`src/common/dasp_pkg.sv`:
```
// Purpose: shared constants and types of the dual converter serial port
// Assumes: 25 MHz core clock, 3-bit register address, 12-bit register data
// Notes:   register offsets, field positions and reset codes live here only
package dasp_pkg;
	localparam int unsigned CLK_MHZ      = 25;
	// conversion time of the core clock timed engine
	localparam int unsigned CONV_TIME_NS = 200;
	localparam int unsigned CONV_CYC     = (CONV_TIME_NS * CLK_MHZ + 999) / 1000;
	localparam int unsigned CONV_CNT_W   = 3;

	localparam int unsigned RES16_W    = 16;
	localparam int unsigned RES14_W    = 14;
	localparam int unsigned BOOST_BITS = 2;
	localparam int unsigned RES_MAX_W  = 18;
	localparam int unsigned CRC_W      = 8;
	localparam int unsigned LANE_W     = 44;
	localparam int unsigned MSG_W      = 36;
	localparam int unsigned CMD_W      = 16;
	localparam int unsigned WCRC_END   = 24;
	localparam int unsigned DATA_W     = 12;
	localparam logic [7:0]  CRC_POLY   = 8'h07;

	localparam logic [2:0] ADDR_CFG1  = 3'h1;
	localparam logic [2:0] ADDR_CFG2  = 3'h2;
	localparam logic [2:0] ADDR_ALERT = 3'h3;

	localparam int unsigned CFG1_RES_BIT    = 1;
	localparam int unsigned CFG1_REFERENCE_SOURCE_SELECT_BIT = 2;
	localparam int unsigned CFG1_CRCW_BIT   = 4;
	localparam int unsigned CFG1_CRCR_BIT   = 5;
	localparam int unsigned CFG1_OSR_LSB    = 6;
	localparam int unsigned CFG1_OSR_W      = 3;
	localparam int unsigned CFG2_LANE_BIT   = 8;
	localparam int unsigned ALERT_SETUP_BIT = 11;
	localparam int unsigned ALERT_FLAG_W    = 4;

	localparam logic [11:0] CFG1_RST       = 12'h000;
	localparam logic        CFG2_LANE_RST  = 1'b0;
	localparam logic [7:0]  RST_CODE_SOFT  = 8'h3c;
	localparam logic [7:0]  RST_CODE_HARD  = 8'hff;

	typedef enum logic [1:0] {
		FR_IDLE  = 2'b00,
		FR_SHIFT = 2'b01,
		FR_DONE  = 2'b11
	} dasp_frame_e;
endpackage

```
`src/logic/dasp_crc8.sv`:
```
// Purpose: checksum over a right-aligned message of variable length
// Assumes: message bits above i_len are ignored
// Notes:   the eight leading message bits are inverted before division
`timescale 1ns/10ps
module dasp_crc8 (
	input  wire logic [35:0] i_msg,
	input  wire logic [5:0]  i_len,
	output logic      [7:0]  o_crc
);
	always_comb begin
		logic [7:0] c;
		logic       b;
		c = 8'h00;
		b = 1'b0;
		// msb first division, zero seed, remainder of msg * x^8 with its top eight bits inverted
		for (int i = 35; i >= 0; i--) begin
			if (i < int'(i_len)) begin
				b = i_msg[i] ^ (i >= int'(i_len) - 8);
				if (c[7] ^ b) begin
					c = {c[6:0], 1'b0} ^ dasp_pkg::CRC_POLY;
				end else begin
					c = {c[6:0], 1'b0};
				end
			end
		end
		o_crc = c;
	end
endmodule

```
`src/logic/dasp_serial_port.sv`:
```
// Purpose: serial port, register set and reset control of a dual converter
// Assumes: cs, sclk and serial input come from the host's clock domain
// Notes:   sclk must stay well below a quarter of the core clock
`timescale 1ns/10ps
module dasp_serial_port (
	input  wire logic        i_core_clk,
	input  wire logic        i_arst_n,
	input  wire logic        i_cs_n,
	input  wire logic        i_sclk,
	input  wire logic        i_serial_in,
	input  wire logic        i_variant14,
	input  wire logic [17:0] i_adc_a_data,
	input  wire logic [17:0] i_adc_b_data,
	input  wire logic [3:0]  i_alert_flags,
	input  wire logic        i_selftest_fail,
	output logic             o_serial_out_first,
	output logic             o_serial_out_first_oe_n,
	output logic             o_serial_out_second,
	output logic             o_serial_out_second_oe_n,
	output logic             o_sample_start,
	output logic             o_conv_busy,
	output logic             o_ref_buf_en,
	output logic             o_soft_rst,
	output logic             o_hard_rst,
	output logic [11:0]      o_cfg_first,
	output logic             o_output_lane_mode,
	output logic             o_setup_fail
);
	typedef struct packed {
		logic                      cs_s1, cs_s2, cs_s3;
		logic                      sck_s1, sck_s2, sck_s3;
		logic                      sdi_s1, sdi_s2;
		logic                      init_done;
		logic                      variant14;
		dasp_pkg::dasp_frame_e     frame;
		logic [5:0]                bit_cnt;
		logic [5:0]                out_cnt;
		logic                      ans;
		logic [15:0]               cmd;
		logic [7:0]                crcin;
		logic [43:0]               lane_a;
		logic [17:0]               lane_b;
		logic                      sdo_a, sdo_b, oe_a_n, oe_b_n;
		logic                      rd_pend;
		logic [2:0]                rd_addr;
		logic [11:0]               cfg1;
		logic                      lane_mode;
		logic [11:0]               alert;
		logic [17:0]               res_a, res_b;
		logic                      conv_busy;
		logic [2:0]                conv_cnt;
		logic                      sample_p, soft_p, hard_p, st_pend;
	} dasp_state_s;

	dasp_state_s r;
	dasp_state_s n;

	logic        cs_fall, cs_rise, sck_rise, sck_fall, conv_done;
	logic        boost, two_wire, crc_rd_en, crc_wr_en;
	logic [4:0]  res_w;
	logic [5:0]  frame_len, tail_len;
	logic [17:0] a_l, b_l;
	logic [11:0] reg_val;
	logic [15:0] rd_word;
	logic [35:0] msg_out;
	logic [5:0]  len_out;
	logic [7:0]  crc_out, crc_wr;
	logic        is_write, need_crc, crc_ok, wr_ok, enough;
	logic [2:0]  cmd_addr;

	assign cs_fall   = r.cs_s3 & ~r.cs_s2;
	assign cs_rise   = ~r.cs_s3 & r.cs_s2;
	assign sck_rise  = ~r.sck_s3 & r.sck_s2;
	assign sck_fall  = r.sck_s3 & ~r.sck_s2;
	assign conv_done = r.conv_busy && (r.conv_cnt == '0);

	assign two_wire  = ~r.lane_mode;
	assign crc_rd_en = r.cfg1[dasp_pkg::CFG1_CRCR_BIT];
	assign crc_wr_en = r.cfg1[dasp_pkg::CFG1_CRCW_BIT];
	assign boost     = r.cfg1[dasp_pkg::CFG1_RES_BIT]
		&& (r.cfg1[dasp_pkg::CFG1_OSR_LSB +: dasp_pkg::CFG1_OSR_W] != '0);
	assign res_w     = (r.variant14 ? 5'(dasp_pkg::RES14_W) : 5'(dasp_pkg::RES16_W))
		+ (boost ? 5'(dasp_pkg::BOOST_BITS) : 5'h00);
	// informative frame length, used by the tail check below
	assign frame_len = (two_wire ? {1'b0, res_w} : {res_w, 1'b0})
		+ (crc_rd_en ? 6'(dasp_pkg::CRC_W) : 6'h00);
	// a register answer is one command word long, whatever the readout width
	assign tail_len  = r.ans ? 6'(dasp_pkg::CMD_W) + (crc_rd_en ? 6'(dasp_pkg::CRC_W) : 6'h00)
		: frame_len;
	assign a_l = r.res_a << (5'(dasp_pkg::RES_MAX_W) - res_w);
	assign b_l = r.res_b << (5'(dasp_pkg::RES_MAX_W) - res_w);

	always_comb begin
		unique case (r.rd_addr)
			dasp_pkg::ADDR_CFG1:  reg_val = r.cfg1;
			dasp_pkg::ADDR_CFG2:  reg_val = 12'({r.lane_mode, 8'h00}); // reset field reads 0
			dasp_pkg::ADDR_ALERT: reg_val = r.alert;
			default:              reg_val = 12'h000;
		endcase
	end
	assign rd_word = {1'b0, r.rd_addr, reg_val};

	// checksum over both results, or over the register word on a read answer
	assign msg_out = r.rd_pend ? {20'h00000, rd_word}
		: ((36'(r.res_a) << res_w) | 36'(r.res_b));
	assign len_out = r.rd_pend ? 6'(dasp_pkg::CMD_W) : {res_w, 1'b0};

	dasp_crc8 u_crc_out (
		.i_msg (msg_out),
		.i_len (len_out),
		.o_crc (crc_out)
	);
	dasp_crc8 u_crc_wr (
		.i_msg ({20'h00000, r.cmd}),
		.i_len (6'(dasp_pkg::CMD_W)),
		.o_crc (crc_wr)
	);

	assign cmd_addr = r.cmd[14:12];
	assign is_write = r.cmd[15];
	assign enough   = r.bit_cnt >= 6'(dasp_pkg::CMD_W);
	// turning write checksum on already needs a checksummed frame
	assign need_crc = crc_wr_en
		|| (cmd_addr == dasp_pkg::ADDR_CFG1 && r.cmd[dasp_pkg::CFG1_CRCW_BIT]);
	assign crc_ok   = (crc_wr == r.crcin) && (r.bit_cnt >= 6'(dasp_pkg::WCRC_END));
	assign wr_ok    = enough && is_write && (!need_crc || crc_ok);

	always_comb begin
		logic        do_soft;
		logic        do_hard;
		logic [3:0]  alert_set;
		logic [43:0] la;
		do_soft   = 1'b0;
		do_hard   = 1'b0;
		alert_set = 4'h0;
		la        = '0;
		n = r;
		n.cs_s1  = i_cs_n;
		n.cs_s2  = r.cs_s1;
		n.cs_s3  = r.cs_s2;
		n.sck_s1 = i_sclk;
		n.sck_s2 = r.sck_s1;
		n.sck_s3 = r.sck_s2;
		n.sdi_s1 = i_serial_in;
		n.sdi_s2 = r.sdi_s1;
		n.sample_p = 1'b0;
		n.soft_p   = 1'b0;
		n.hard_p   = 1'b0;

		// strap caught once after release; self-test result follows
		if (!r.init_done) begin
			n.init_done = 1'b1;
			n.variant14 = i_variant14;
			n.st_pend   = 1'b1;
		end
		if (r.st_pend) begin
			n.st_pend = 1'b0;
			n.alert[dasp_pkg::ALERT_SETUP_BIT] = i_selftest_fail;
		end

		// engine timed by core clock only
		if (r.conv_busy) begin
			n.conv_cnt = r.conv_cnt - 3'h1;
			if (conv_done) begin
				n.conv_busy = 1'b0;
				n.res_a     = i_adc_a_data;
				n.res_b     = i_adc_b_data;
				alert_set   = i_alert_flags;
			end
		end

		unique case (r.frame)
			dasp_pkg::FR_IDLE: begin
				if (cs_fall) begin
					n.sample_p  = 1'b1;
					n.conv_busy = 1'b1;
					n.conv_cnt  = 3'(dasp_pkg::CONV_CYC - 1);
					n.bit_cnt   = '0;
					n.frame     = dasp_pkg::FR_SHIFT;
					n.ans       = r.rd_pend;
					if (r.rd_pend) begin
						la = {rd_word, 28'h0};
						if (crc_rd_en) la = la | ({crc_out, 36'h0} >> 16);
						n.lane_b  = '0;
						n.rd_pend = 1'b0;
					end else begin
						la = {a_l, 26'h0};
						if (!two_wire) la = la | ({b_l, 26'h0} >> res_w);
						if (crc_rd_en) begin
							la = la | ({crc_out, 36'h0} >> (two_wire ? {1'b0, res_w}
								: {res_w, 1'b0}));
						end
						n.lane_b = two_wire ? b_l : 18'h00000;
					end
					// msb shows at the falling select; zeros fill the tail
					n.sdo_a  = la[43];
					n.lane_a = {la[42:0], 1'b0};
					n.sdo_b  = two_wire && !r.rd_pend && b_l[17];
					n.lane_b = {n.lane_b[16:0], 1'b0};
					n.oe_a_n = 1'b0;
					n.oe_b_n = ~two_wire;
				end
			end
			dasp_pkg::FR_SHIFT: begin
				if (sck_fall) begin
					if (r.bit_cnt < 6'(dasp_pkg::CMD_W)) begin
						n.cmd = {r.cmd[14:0], r.sdi_s2};
					end else if (r.bit_cnt < 6'(dasp_pkg::WCRC_END)) begin
						n.crcin = {r.crcin[6:0], r.sdi_s2};
					end
					if (r.bit_cnt != 6'h3f) n.bit_cnt = r.bit_cnt + 6'h01;
				end
				if (sck_rise) begin
					n.sdo_a  = r.lane_a[43];
					n.lane_a = {r.lane_a[42:0], 1'b0};
					n.sdo_b  = r.lane_b[17];
					n.lane_b = {r.lane_b[16:0], 1'b0};
				end
				if (cs_rise) begin
					n.oe_a_n = 1'b1;
					n.oe_b_n = 1'b1;
					n.sdo_a  = 1'b0;
					n.sdo_b  = 1'b0;
					n.frame  = dasp_pkg::FR_DONE;
				end
			end
			dasp_pkg::FR_DONE: begin
				n.frame = dasp_pkg::FR_IDLE;
				if (enough && !is_write) begin
					n.rd_pend = 1'b1;
					n.rd_addr = cmd_addr;
				end
				if (wr_ok) begin
					if (cmd_addr == dasp_pkg::ADDR_CFG1) n.cfg1 = r.cmd[11:0];
					if (cmd_addr == dasp_pkg::ADDR_CFG2) begin
						n.lane_mode = r.cmd[dasp_pkg::CFG2_LANE_BIT];
						if (r.cmd[7:0] == dasp_pkg::RST_CODE_HARD) do_hard = 1'b1;
						else if (r.cmd[7:0] == dasp_pkg::RST_CODE_SOFT) do_soft = 1'b1;
					end
				end
			end
			default: n.frame = dasp_pkg::FR_IDLE;
		endcase

		if (do_soft || do_hard) begin
			n.soft_p  = 1'b1;
			n.rd_pend = 1'b0;
			n.alert   = '0;
		end
		if (do_hard) begin
			n.hard_p    = 1'b1;
			n.cfg1      = dasp_pkg::CFG1_RST;
			n.lane_mode = dasp_pkg::CFG2_LANE_RST;
			n.conv_busy = 1'b0;
			n.st_pend   = 1'b1;
		end
		// output bit counter, feeds only the tail check
		if (r.frame == dasp_pkg::FR_IDLE) n.out_cnt = '0;
		else if (sck_rise && r.out_cnt != 6'h3f) n.out_cnt = r.out_cnt + 6'h01;
		// a flag raised in the clearing cycle survives
		n.alert[3:0] = n.alert[3:0] | alert_set;
	end

	always_ff @(posedge i_core_clk or negedge i_arst_n) begin
		if (!i_arst_n) begin
			r        <= '0;
			r.cs_s1  <= 1'b1;
			r.cs_s2  <= 1'b1;
			r.cs_s3  <= 1'b1;
			// serial clock idles high, so no false edge follows release
			r.sck_s1 <= 1'b1;
			r.sck_s2 <= 1'b1;
			r.sck_s3 <= 1'b1;
			r.oe_a_n <= 1'b1;
			r.oe_b_n <= 1'b1;
		end else begin
			r <= n;
		end
	end

	assign o_serial_out_first       = r.sdo_a;
	assign o_serial_out_first_oe_n  = r.oe_a_n;
	assign o_serial_out_second      = r.sdo_b;
	assign o_serial_out_second_oe_n = r.oe_b_n;
	assign o_sample_start           = r.sample_p;
	assign o_conv_busy              = r.conv_busy;
	assign o_ref_buf_en             = ~r.cfg1[dasp_pkg::CFG1_REFERENCE_SOURCE_SELECT_BIT];
	assign o_soft_rst               = r.soft_p;
	assign o_hard_rst               = r.hard_p;
	assign o_cfg_first              = r.cfg1;
	assign o_output_lane_mode       = r.lane_mode;
	assign o_setup_fail             = r.alert[dasp_pkg::ALERT_SETUP_BIT];
endmodule

```
`config.mk`:
```
export PLATFORM = sky130hd
export DESIGN_NAME = dasp_serial_port
export DESIGN_NICKNAME = d
export VERILOG_FILES = /design/src/common/dasp_pkg.sv /design/src/logic/dasp_crc8.sv /design/src/logic/dasp_serial_port.sv
export SDC_FILE = /design/constraint.sdc
export NUM_CORES = 1
export LEC_CHECK = 0
export BUFFER_PORTS_ARGS = -buffer_cell sky130_fd_sc_hd__buf_4
export CAP_MARGIN = 0
export CORE_MARGIN = 2
export CORE_UTILIZATION = 45
export CTS_CLUSTER_SIZE = 28
export DETAILED_ROUTE_END_ITERATION = 12
export PLACE_DENSITY_LB_ADDON = 0.1
export SLEW_MARGIN = 20
export SYNTH_ARGS = -nofsm -noshare
export SYNTH_HDL_FRONTEND = slang
export SYNTH_SLANG_ARGS = --single-unit
```
`constraint.sdc`:
```
create_clock -name i_core_clk -period 7.1 [get_ports i_core_clk]
set_clock_uncertainty 0.2 [all_clocks]
set_input_delay 1.065 -clock i_core_clk [delete_from_list [all_inputs] [get_ports i_core_clk]]
set_output_delay 1.065 -clock i_core_clk [all_outputs]
set_load 0.02 [all_outputs]
```
==> results of run 1 <==
## synthesized netlist by cell type (10+ instances only)
cell        n  area [sq um]
nand2_1   190           713
dfrtp_1   164          4100
nor2_1    155           582
o21ai_0   122           611
a21oi_1   118           591
xnor2_1    86           753
clkbuf_1   80           300
mux2_2     69           777
mux2i_1    59           591
xor2_1     39           342
nand3_1    38           190
inv_1      35           131
nor3_1     27           135
o22ai_1    26           163
a31oi_1    25           156
a32oi_1    18           158
ha_1       18           225
buf_1      15          56.3
buf_4      15           113
xnor3_1    15           338
a211oi_1   14           105
a22oi_1    14           105
or3_1      13          81.3
nand2b_1   12          75.1
nor2b_1    12          75.1
nor4_1     12          75.1
a22o_1     11          96.3
o31ai_1    11          82.6
buf_2      10          50.1
## path summary, 6_finish.rpt
path,from,depth (start not counted),to
min,n[180],0,r[180]
min in group asynchronous,i_arst_n,1,r[147]
max in group asynchronous,i_arst_n,2,r[92]
max reg2reg,o_cfg_first[7],25,r[101]
max,o_cfg_first[7],25,r[101]
min reg2reg,n[180],0,r[180]
## stage by stage
step           utilization, %  setup WS (ns)
2_1_floorplan               -         0.0750
3_3_place_gp             49.6         0.0681
3_5_place_dp             49.6         0.0568
4_1_cts                  51.7         0.0248
5_1_grt                  52.5        -0.0201
6_report                 52.5          0.286
## kinds of logic (layout without fill, tap and decap cells)
group | count (synthesis) | in the layout | synth area share, %
and+or+nand+nor | 518 | 518 | 16.8
AOI/OAI and AO/OA | 469 | 469 | 21.8
DFF | 172 | 172 | 30.8
buffers and inverters | 165 | 237 | 5.30
xor gates and xnor gates | 149 | 149 | 11.4
muxes | 145 | 145 | 12.1
adders and majority gates | 18 | 18 | 1.61
other | 1 | 1 | 0.0268
## registers in the layout, summed over array words and instances, names as in the netlist
signal,cells
o_serial_out_second_oe_n,1
o_hard_rst,1
r,141
o_sample_start,1
is_write,1
cmd_addr,3
o_serial_out_first,1
o_serial_out_second,1
o_cfg_first,12
o_conv_busy,1
o_serial_out_first_oe_n,1
o_setup_fail,1
o_output_lane_mode,1
o_soft_rst,1
n,5
## layer usage
metal  global-route usage, %  routed length (um)  vias up
li1                        -                   -     6027
met3                    5.42                3720       92
met1                    40.3               20800     6349
met4                    8.87                1210        0
met2                    45.9               21900      562
met5                       0                   0        -
## cell type report
type | instances | area [sq um]
Fill cell | 2959 | 14500
Multi-Input combinational cell | 1300 | 9210
Sequential cell | 172 | 4320
Timing Repair Buffer | 166 | 1270
Tap cell | 396 | 495
Clock buffer | 17 | 425
Clock inverter | 15 | 198
Inverter | 39 | 146
## repair_timing
item | in CTS | in global routing
endpoints found under the setup margin | 0 | 36
gates resized for setup | 0 | 42
buffers inserted | 0 | 2
hold buffers | 0 | 0
==> results.sh, run 1 <==
export IMPL_cp_common_cell="buf_4"
export IMPL_syn_area_per_cell_sq_um=8.55
export IMPL_grt_pass1_vias=12507
export IMPL_overflow=0
export IMPL_fp_row_count=64
export IMPL_startpoint_type="register"
export IMPL_final_common_cell="nand2_1"
export IMPL_cts_htree_levels=4
export IMPL_run_status="complete, no violations"
export IMPL_drive_above_1_share_pct=21.7
export IMPL_cts_tree="built"
export IMPL_port_buffers=69
export IMPL_max_stage_delay_ns=0.54
export IMPL_drt_total_wl_mm=47.6
export IMPL_critical_path_top_delay_family="compound AO/OA/AOI/OAI gates"
export IMPL_synth_distinct_cells=104
export IMPL_maxSlewViolCount=0
export IMPL_setup_viol=0
export IMPL_diodes=0
export IMPL_ant_nets=0
export IMPL_clk_insertion_delay_late_ns=0.44
export IMPL_fin_area_sq_um=16100
export IMPL_die_w_um=180
export IMPL_slew_headroom_pct=34.1
export IMPL_cts_max_path_buffers=2
export IMPL_drt_iter0_drc=1180
export IMPL_holdWs_ns=0.154
export IMPL_max_freq_ghz=0.147
export IMPL_clock_sinks=172
export IMPL_synthCells=1637
export IMPL_cp_max_fo=27
export IMPL_timing_final_hold_violations=0
export IMPL_placed_area_sq_um=15200
export IMPL_min_period_over_period_pct=96.0
export IMPL_syn_num_nets=1702
export IMPL_critPathArrivalTime_ns=6.98
export IMPL_synth_edf_count=0
export IMPL_vias=13030
export IMPL_ys_seq_area_share_pct=30.8
export IMPL_syn_to_final_growth_pct=14.8
export IMPL_wl_per_cell_um=22.6
export IMPL_path_clk_slew_ns=0.08
export IMPL_setup_tns_ns=0
export IMPL_track_usage_pct=29.0
export IMPL_min_period_ns=6.81
export IMPL_io_pin_count=70
export IMPL_r2r_slack_ns=0.29
export IMPL_dr_pass1_iters=6
export IMPL_grt_max_degree=76
export IMPL_final_cells=2105
export IMPL_required_ns=7.27
export IMPL_grt_pass1_wl_mm=73.5
export IMPL_initial_core_util_pct=45.7
export IMPL_hold_path_class="reg -> reg"
export IMPL_synthArstFlopShare_pct=100
export IMPL_dp_cells=2071
export IMPL_yosys_warnings=0
export IMPL_die_area_sq_um=32500
export IMPL_cap_violations=0
export IMPL_gp_congestion=0.943
export IMPL_cts_made_buffers=17
export IMPL_cpMaxStageDelayCell="or4_1"
export IMPL_core_sq_um=30600
export IMPL_crit_buf_inv=4
export IMPL_clockRootBuffer="clkbuf_16"
export IMPL_final_cell_mix="190 x nand2_1, 163 x dfrtp_1, 162 x buf_4"
export IMPL_hpwl_mm=35.2
export IMPL_drc=0
export IMPL_yosys_register_bits=172
export IMPL_antenna_found_initial=0
export IMPL_routed_via_density=6.19
export IMPL_syn_area_sq_um=14000
export IMPL_die_h_um=180
export IMPL_nNetsFinal=1761
export IMPL_tightestPinTransition_ns=0.983
export IMPL_ys_flop_type="dfrtp_1"
export IMPL_path_class="reg -> reg"
export IMPL_cp_end_kind="register"
Power of run 1 is left out: the tool's default activity adds up to more than one toggle a clock period on the data nets, which glitch-free logic cannot reach.
==> inputs of run 2 (changes only) <==
--- a/config.mk
+++ b/config.mk
@@ -5,6 +5,7 @@
 export SDC_FILE = /design/constraint.sdc
 export NUM_CORES = 1
 export LEC_CHECK = 0
+export ABC_AREA = 1
 export BUFFER_PORTS_ARGS = -buffer_cell sky130_fd_sc_hd__buf_4
 export CAP_MARGIN = 0
 export CORE_MARGIN = 2
==> run 2 against run 1 <==
First-iteration DRC count down 4.4%; critical path type unchanged; highest routed layer unchanged; wire length down 4.2%; utilization down 2.5 points; count of clock-buffer cells in the layout up 3; largest cell class unchanged.
==> results.sh, run 2 <==
export IMPL_run_status="complete, no violations"
export IMPL_critPathArrivalTime_ns=6.47
export IMPL_routed_via_density=5.57
export IMPL_clock_sinks=172
export IMPL_drt_iter0_drc=1128
export IMPL_grt_pass1_vias=13305
export IMPL_holdWs_ns=0.157
export IMPL_cts_made_buffers=17
export IMPL_fp_row_count=63
export IMPL_overflow=0
export IMPL_cp_max_fo=25
export IMPL_cts_setup_buffers=0
export IMPL_wl_per_cell_um=18.6
export IMPL_synth_compound_area_share_pct=17.1
export IMPL_largest_register="r"
export IMPL_grt_pass1_wl_mm=72.8
export IMPL_yosys_register_bits=172
export IMPL_cts_htree_levels=4
export IMPL_synthArstFlopShare_pct=100
export IMPL_min_period_ns=6.31
export IMPL_synth_fa_ha_area_share_pct=1.67
export IMPL_nNetsFinal=2111
export IMPL_synth_most_common_cell="nand2_1"
export IMPL_synth_top_family_by_area="simple AND/OR/NAND/NOR gates"
export IMPL_syn_area_sq_um=13500
export IMPL_drc=0
export IMPL_hold_buffers=0
export IMPL_syn_num_nets=2101
export IMPL_clk_insertion_delay_late_ns=0.45
export IMPL_largest_register_ffs=141
export IMPL_drt_total_wl_mm=45.6
export IMPL_fillers=3104
export IMPL_max_stage_delay_ns=0.38
export IMPL_ys_top_cells_by_count="574 x nand2_1, 224 x nand3_1, 214 x inv_1"
export IMPL_muxShareOfSynthArea_pct=0.715
export IMPL_synthCells=2036
export IMPL_synth_xor_xnor_area_share_pct=3.90
export IMPL_grt_max_degree=104
export IMPL_vias=13636
export IMPL_syn_to_final_growth_pct=9.71
export IMPL_synth_area_top_cells="dfrtp_1 30%, nand2_1 16%, nand3_1 8.3%, inv_1 6.0%, o21ai_0 5.1%"
export IMPL_yosys_area_share_simple_pct=34.3
export IMPL_yosysTopAreaCellShare_pct=30.5
export IMPL_dr_pass1_iters=5
export IMPL_path_class="reg -> reg"
export IMPL_startpoint_type="register"
export IMPL_worstReg2RegStart="o_cfg_first[8]"
export IMPL_final_common_cell="nand2_1"
export IMPL_final_cell_mix="569 x nand2_1, 223 x nand3_1, 213 x inv_1"
export IMPL_drive_above_1_share_pct=11.2
export IMPL_ys_seq_area_share_pct=32.0
export IMPL_hold_start="n[186]"
export IMPL_cap_violations=0
export IMPL_required_ns=7.26
export IMPL_path_clk_slew_ns=0.07
export IMPL_gp_congestion=0.994
export IMPL_tightestPinTransition_ns=1.17
export IMPL_hold_path_class="reg -> reg"
export IMPL_initial_core_util_pct=45.6
export IMPL_diodes=0
export IMPL_rsz0062_at_grt="no"
export IMPL_hpwl_mm=34.8
export IMPL_die_w_um=177
export IMPL_port_buffers=69
export IMPL_setup_tns_ns=0
export IMPL_syn_area_per_cell_sq_um=6.61
export IMPL_timing_final_hold_violations=0
export IMPL_die_area_sq_um=31300
export IMPL_yosys_warnings=0
export IMPL_cts_max_path_buffers=2
export IMPL_slew_headroom_pct=22.3
export IMPL_cpMaxStageDelayCell="dfrtp_1"
export IMPL_cp_end_kind="register"
export IMPL_crit_start="o_cfg_first[8]"
export IMPL_io_pin_count=70
export IMPL_synth_largest_area_cell="dfrtp_1"
export IMPL_ys_flop_type="dfrtp_1"
export IMPL_maxSlewViolCount=0
export IMPL_setup_viol=0
export IMPL_track_usage_pct=30.0
export IMPL_cp_common_cell="nand2_1"
export IMPL_cts_tree="built"
export IMPL_synth_distinct_cells=58
export IMPL_clockRootBuffer="clkbuf_16"
export IMPL_core_sq_um=29600
export IMPL_die_h_um=177
export IMPL_ant_nets=0
export IMPL_synth_edf_count=0
export IMPL_max_freq_ghz=0.158
export IMPL_min_period_over_period_pct=88.9
export IMPL_antenna_found_initial=0
-- run 2: cell types whose count changed after synthesis, moves of 16 or more --
cell | previous run | this run
a31oi_1 | 25 | 5
a32oi_1 | 18 | 2
clkbuf_1 | 80 | 46
inv_1 | 35 | 214
mux2_2 | 69 | 5
mux2i_1 | 59 | 4
nand2_1 | 190 | 574
nand2_2 | 0 | 30
nand3_1 | 38 | 224
nand3_2 | 0 | 21
nand4_1 | 6 | 23
nor3_1 | 27 | 10
xnor2_1 | 86 | 17
-- run 2: layout make-up --
cell class	count	area (sq um)	share of cell area [%]
Clock inverter	12	133	0.898
Sequential cell	172	4310	29.2
Tap cell	390	488	3.30
Timing Repair Buffer	90	716	4.84
Clock buffer	20	447	3.02
Multi-Input combinational cell	1536	7810	52.9
Inverter	229	862	5.84
-- run 2: layer usage --
layer / vias to the layer above / track usage (%) / share of wire [%]
met3: 72 / 5.26 / 5.7
met2: 415 / 47.5 / 45
met1: 6424 / 41.3 / 46
li1: 6725 / - / -
met4: 0 / 10.5 / 3.0
met5: - / 0 / 0
-- run 2: stage by stage --
step	cells	instance area, sq um	util (%)	worst slack [ns]
4_1_cts	2448	14700	49.7	0.472
6_report	2449	14800	50.0	0.790
3_3_place_gp	2416	14100	47.8	0.603
2_1_floorplan	2036	13500	-	1.77
3_5_place_dp	2416	14100	47.8	0.512
5_1_grt	2449	14800	50.0	0.0231
-- run 2: cells by family (layout without fill, tap and decap cells) --
group / Yosys count / count (layout)
and+or+nand+nor: 1054 / 1054
adders and majority gates: 18 / 18
other: 1 / 1
DFF: 172 / 172
buffers and inverters: 328 / 351
xor gates and xnor gates: 57 / 57
AOI/OAI and AO/OA: 397 / 397
muxes: 9 / 9
-- run 2: final timing paths --
check | slack, ns | end | depth (start not counted)
max | 0.79 | r[128] | 49
min | 0.16 | n[185] | 0
max reg2reg | 0.79 | r[128] | 49
min reg2reg | 0.16 | n[185] | 0
max in group asynchronous | 4.75 | o_output_lane_mode | 3
min in group asynchronous | 0.29 | r[120] | 1
-- run 2: timing repair --
action / in CTS / in global routing
gates resized for setup: 0 / 13
setup endpoints to repair: 0 / 36
hold endpoints to repair: 0 / 0
-- run 2: worst max-delay path, delay by kind of cell, from the launching register on --
kind / cells / cell delay [ns]
compound gates: 3 / 0.47
fa+ha+maj: 2 / 0.57
flops: 1 / 0.38
buf+inv: 5 / 0.56
simple gates: 39 / 4.03
Power of run 2 is left out for the same reason.
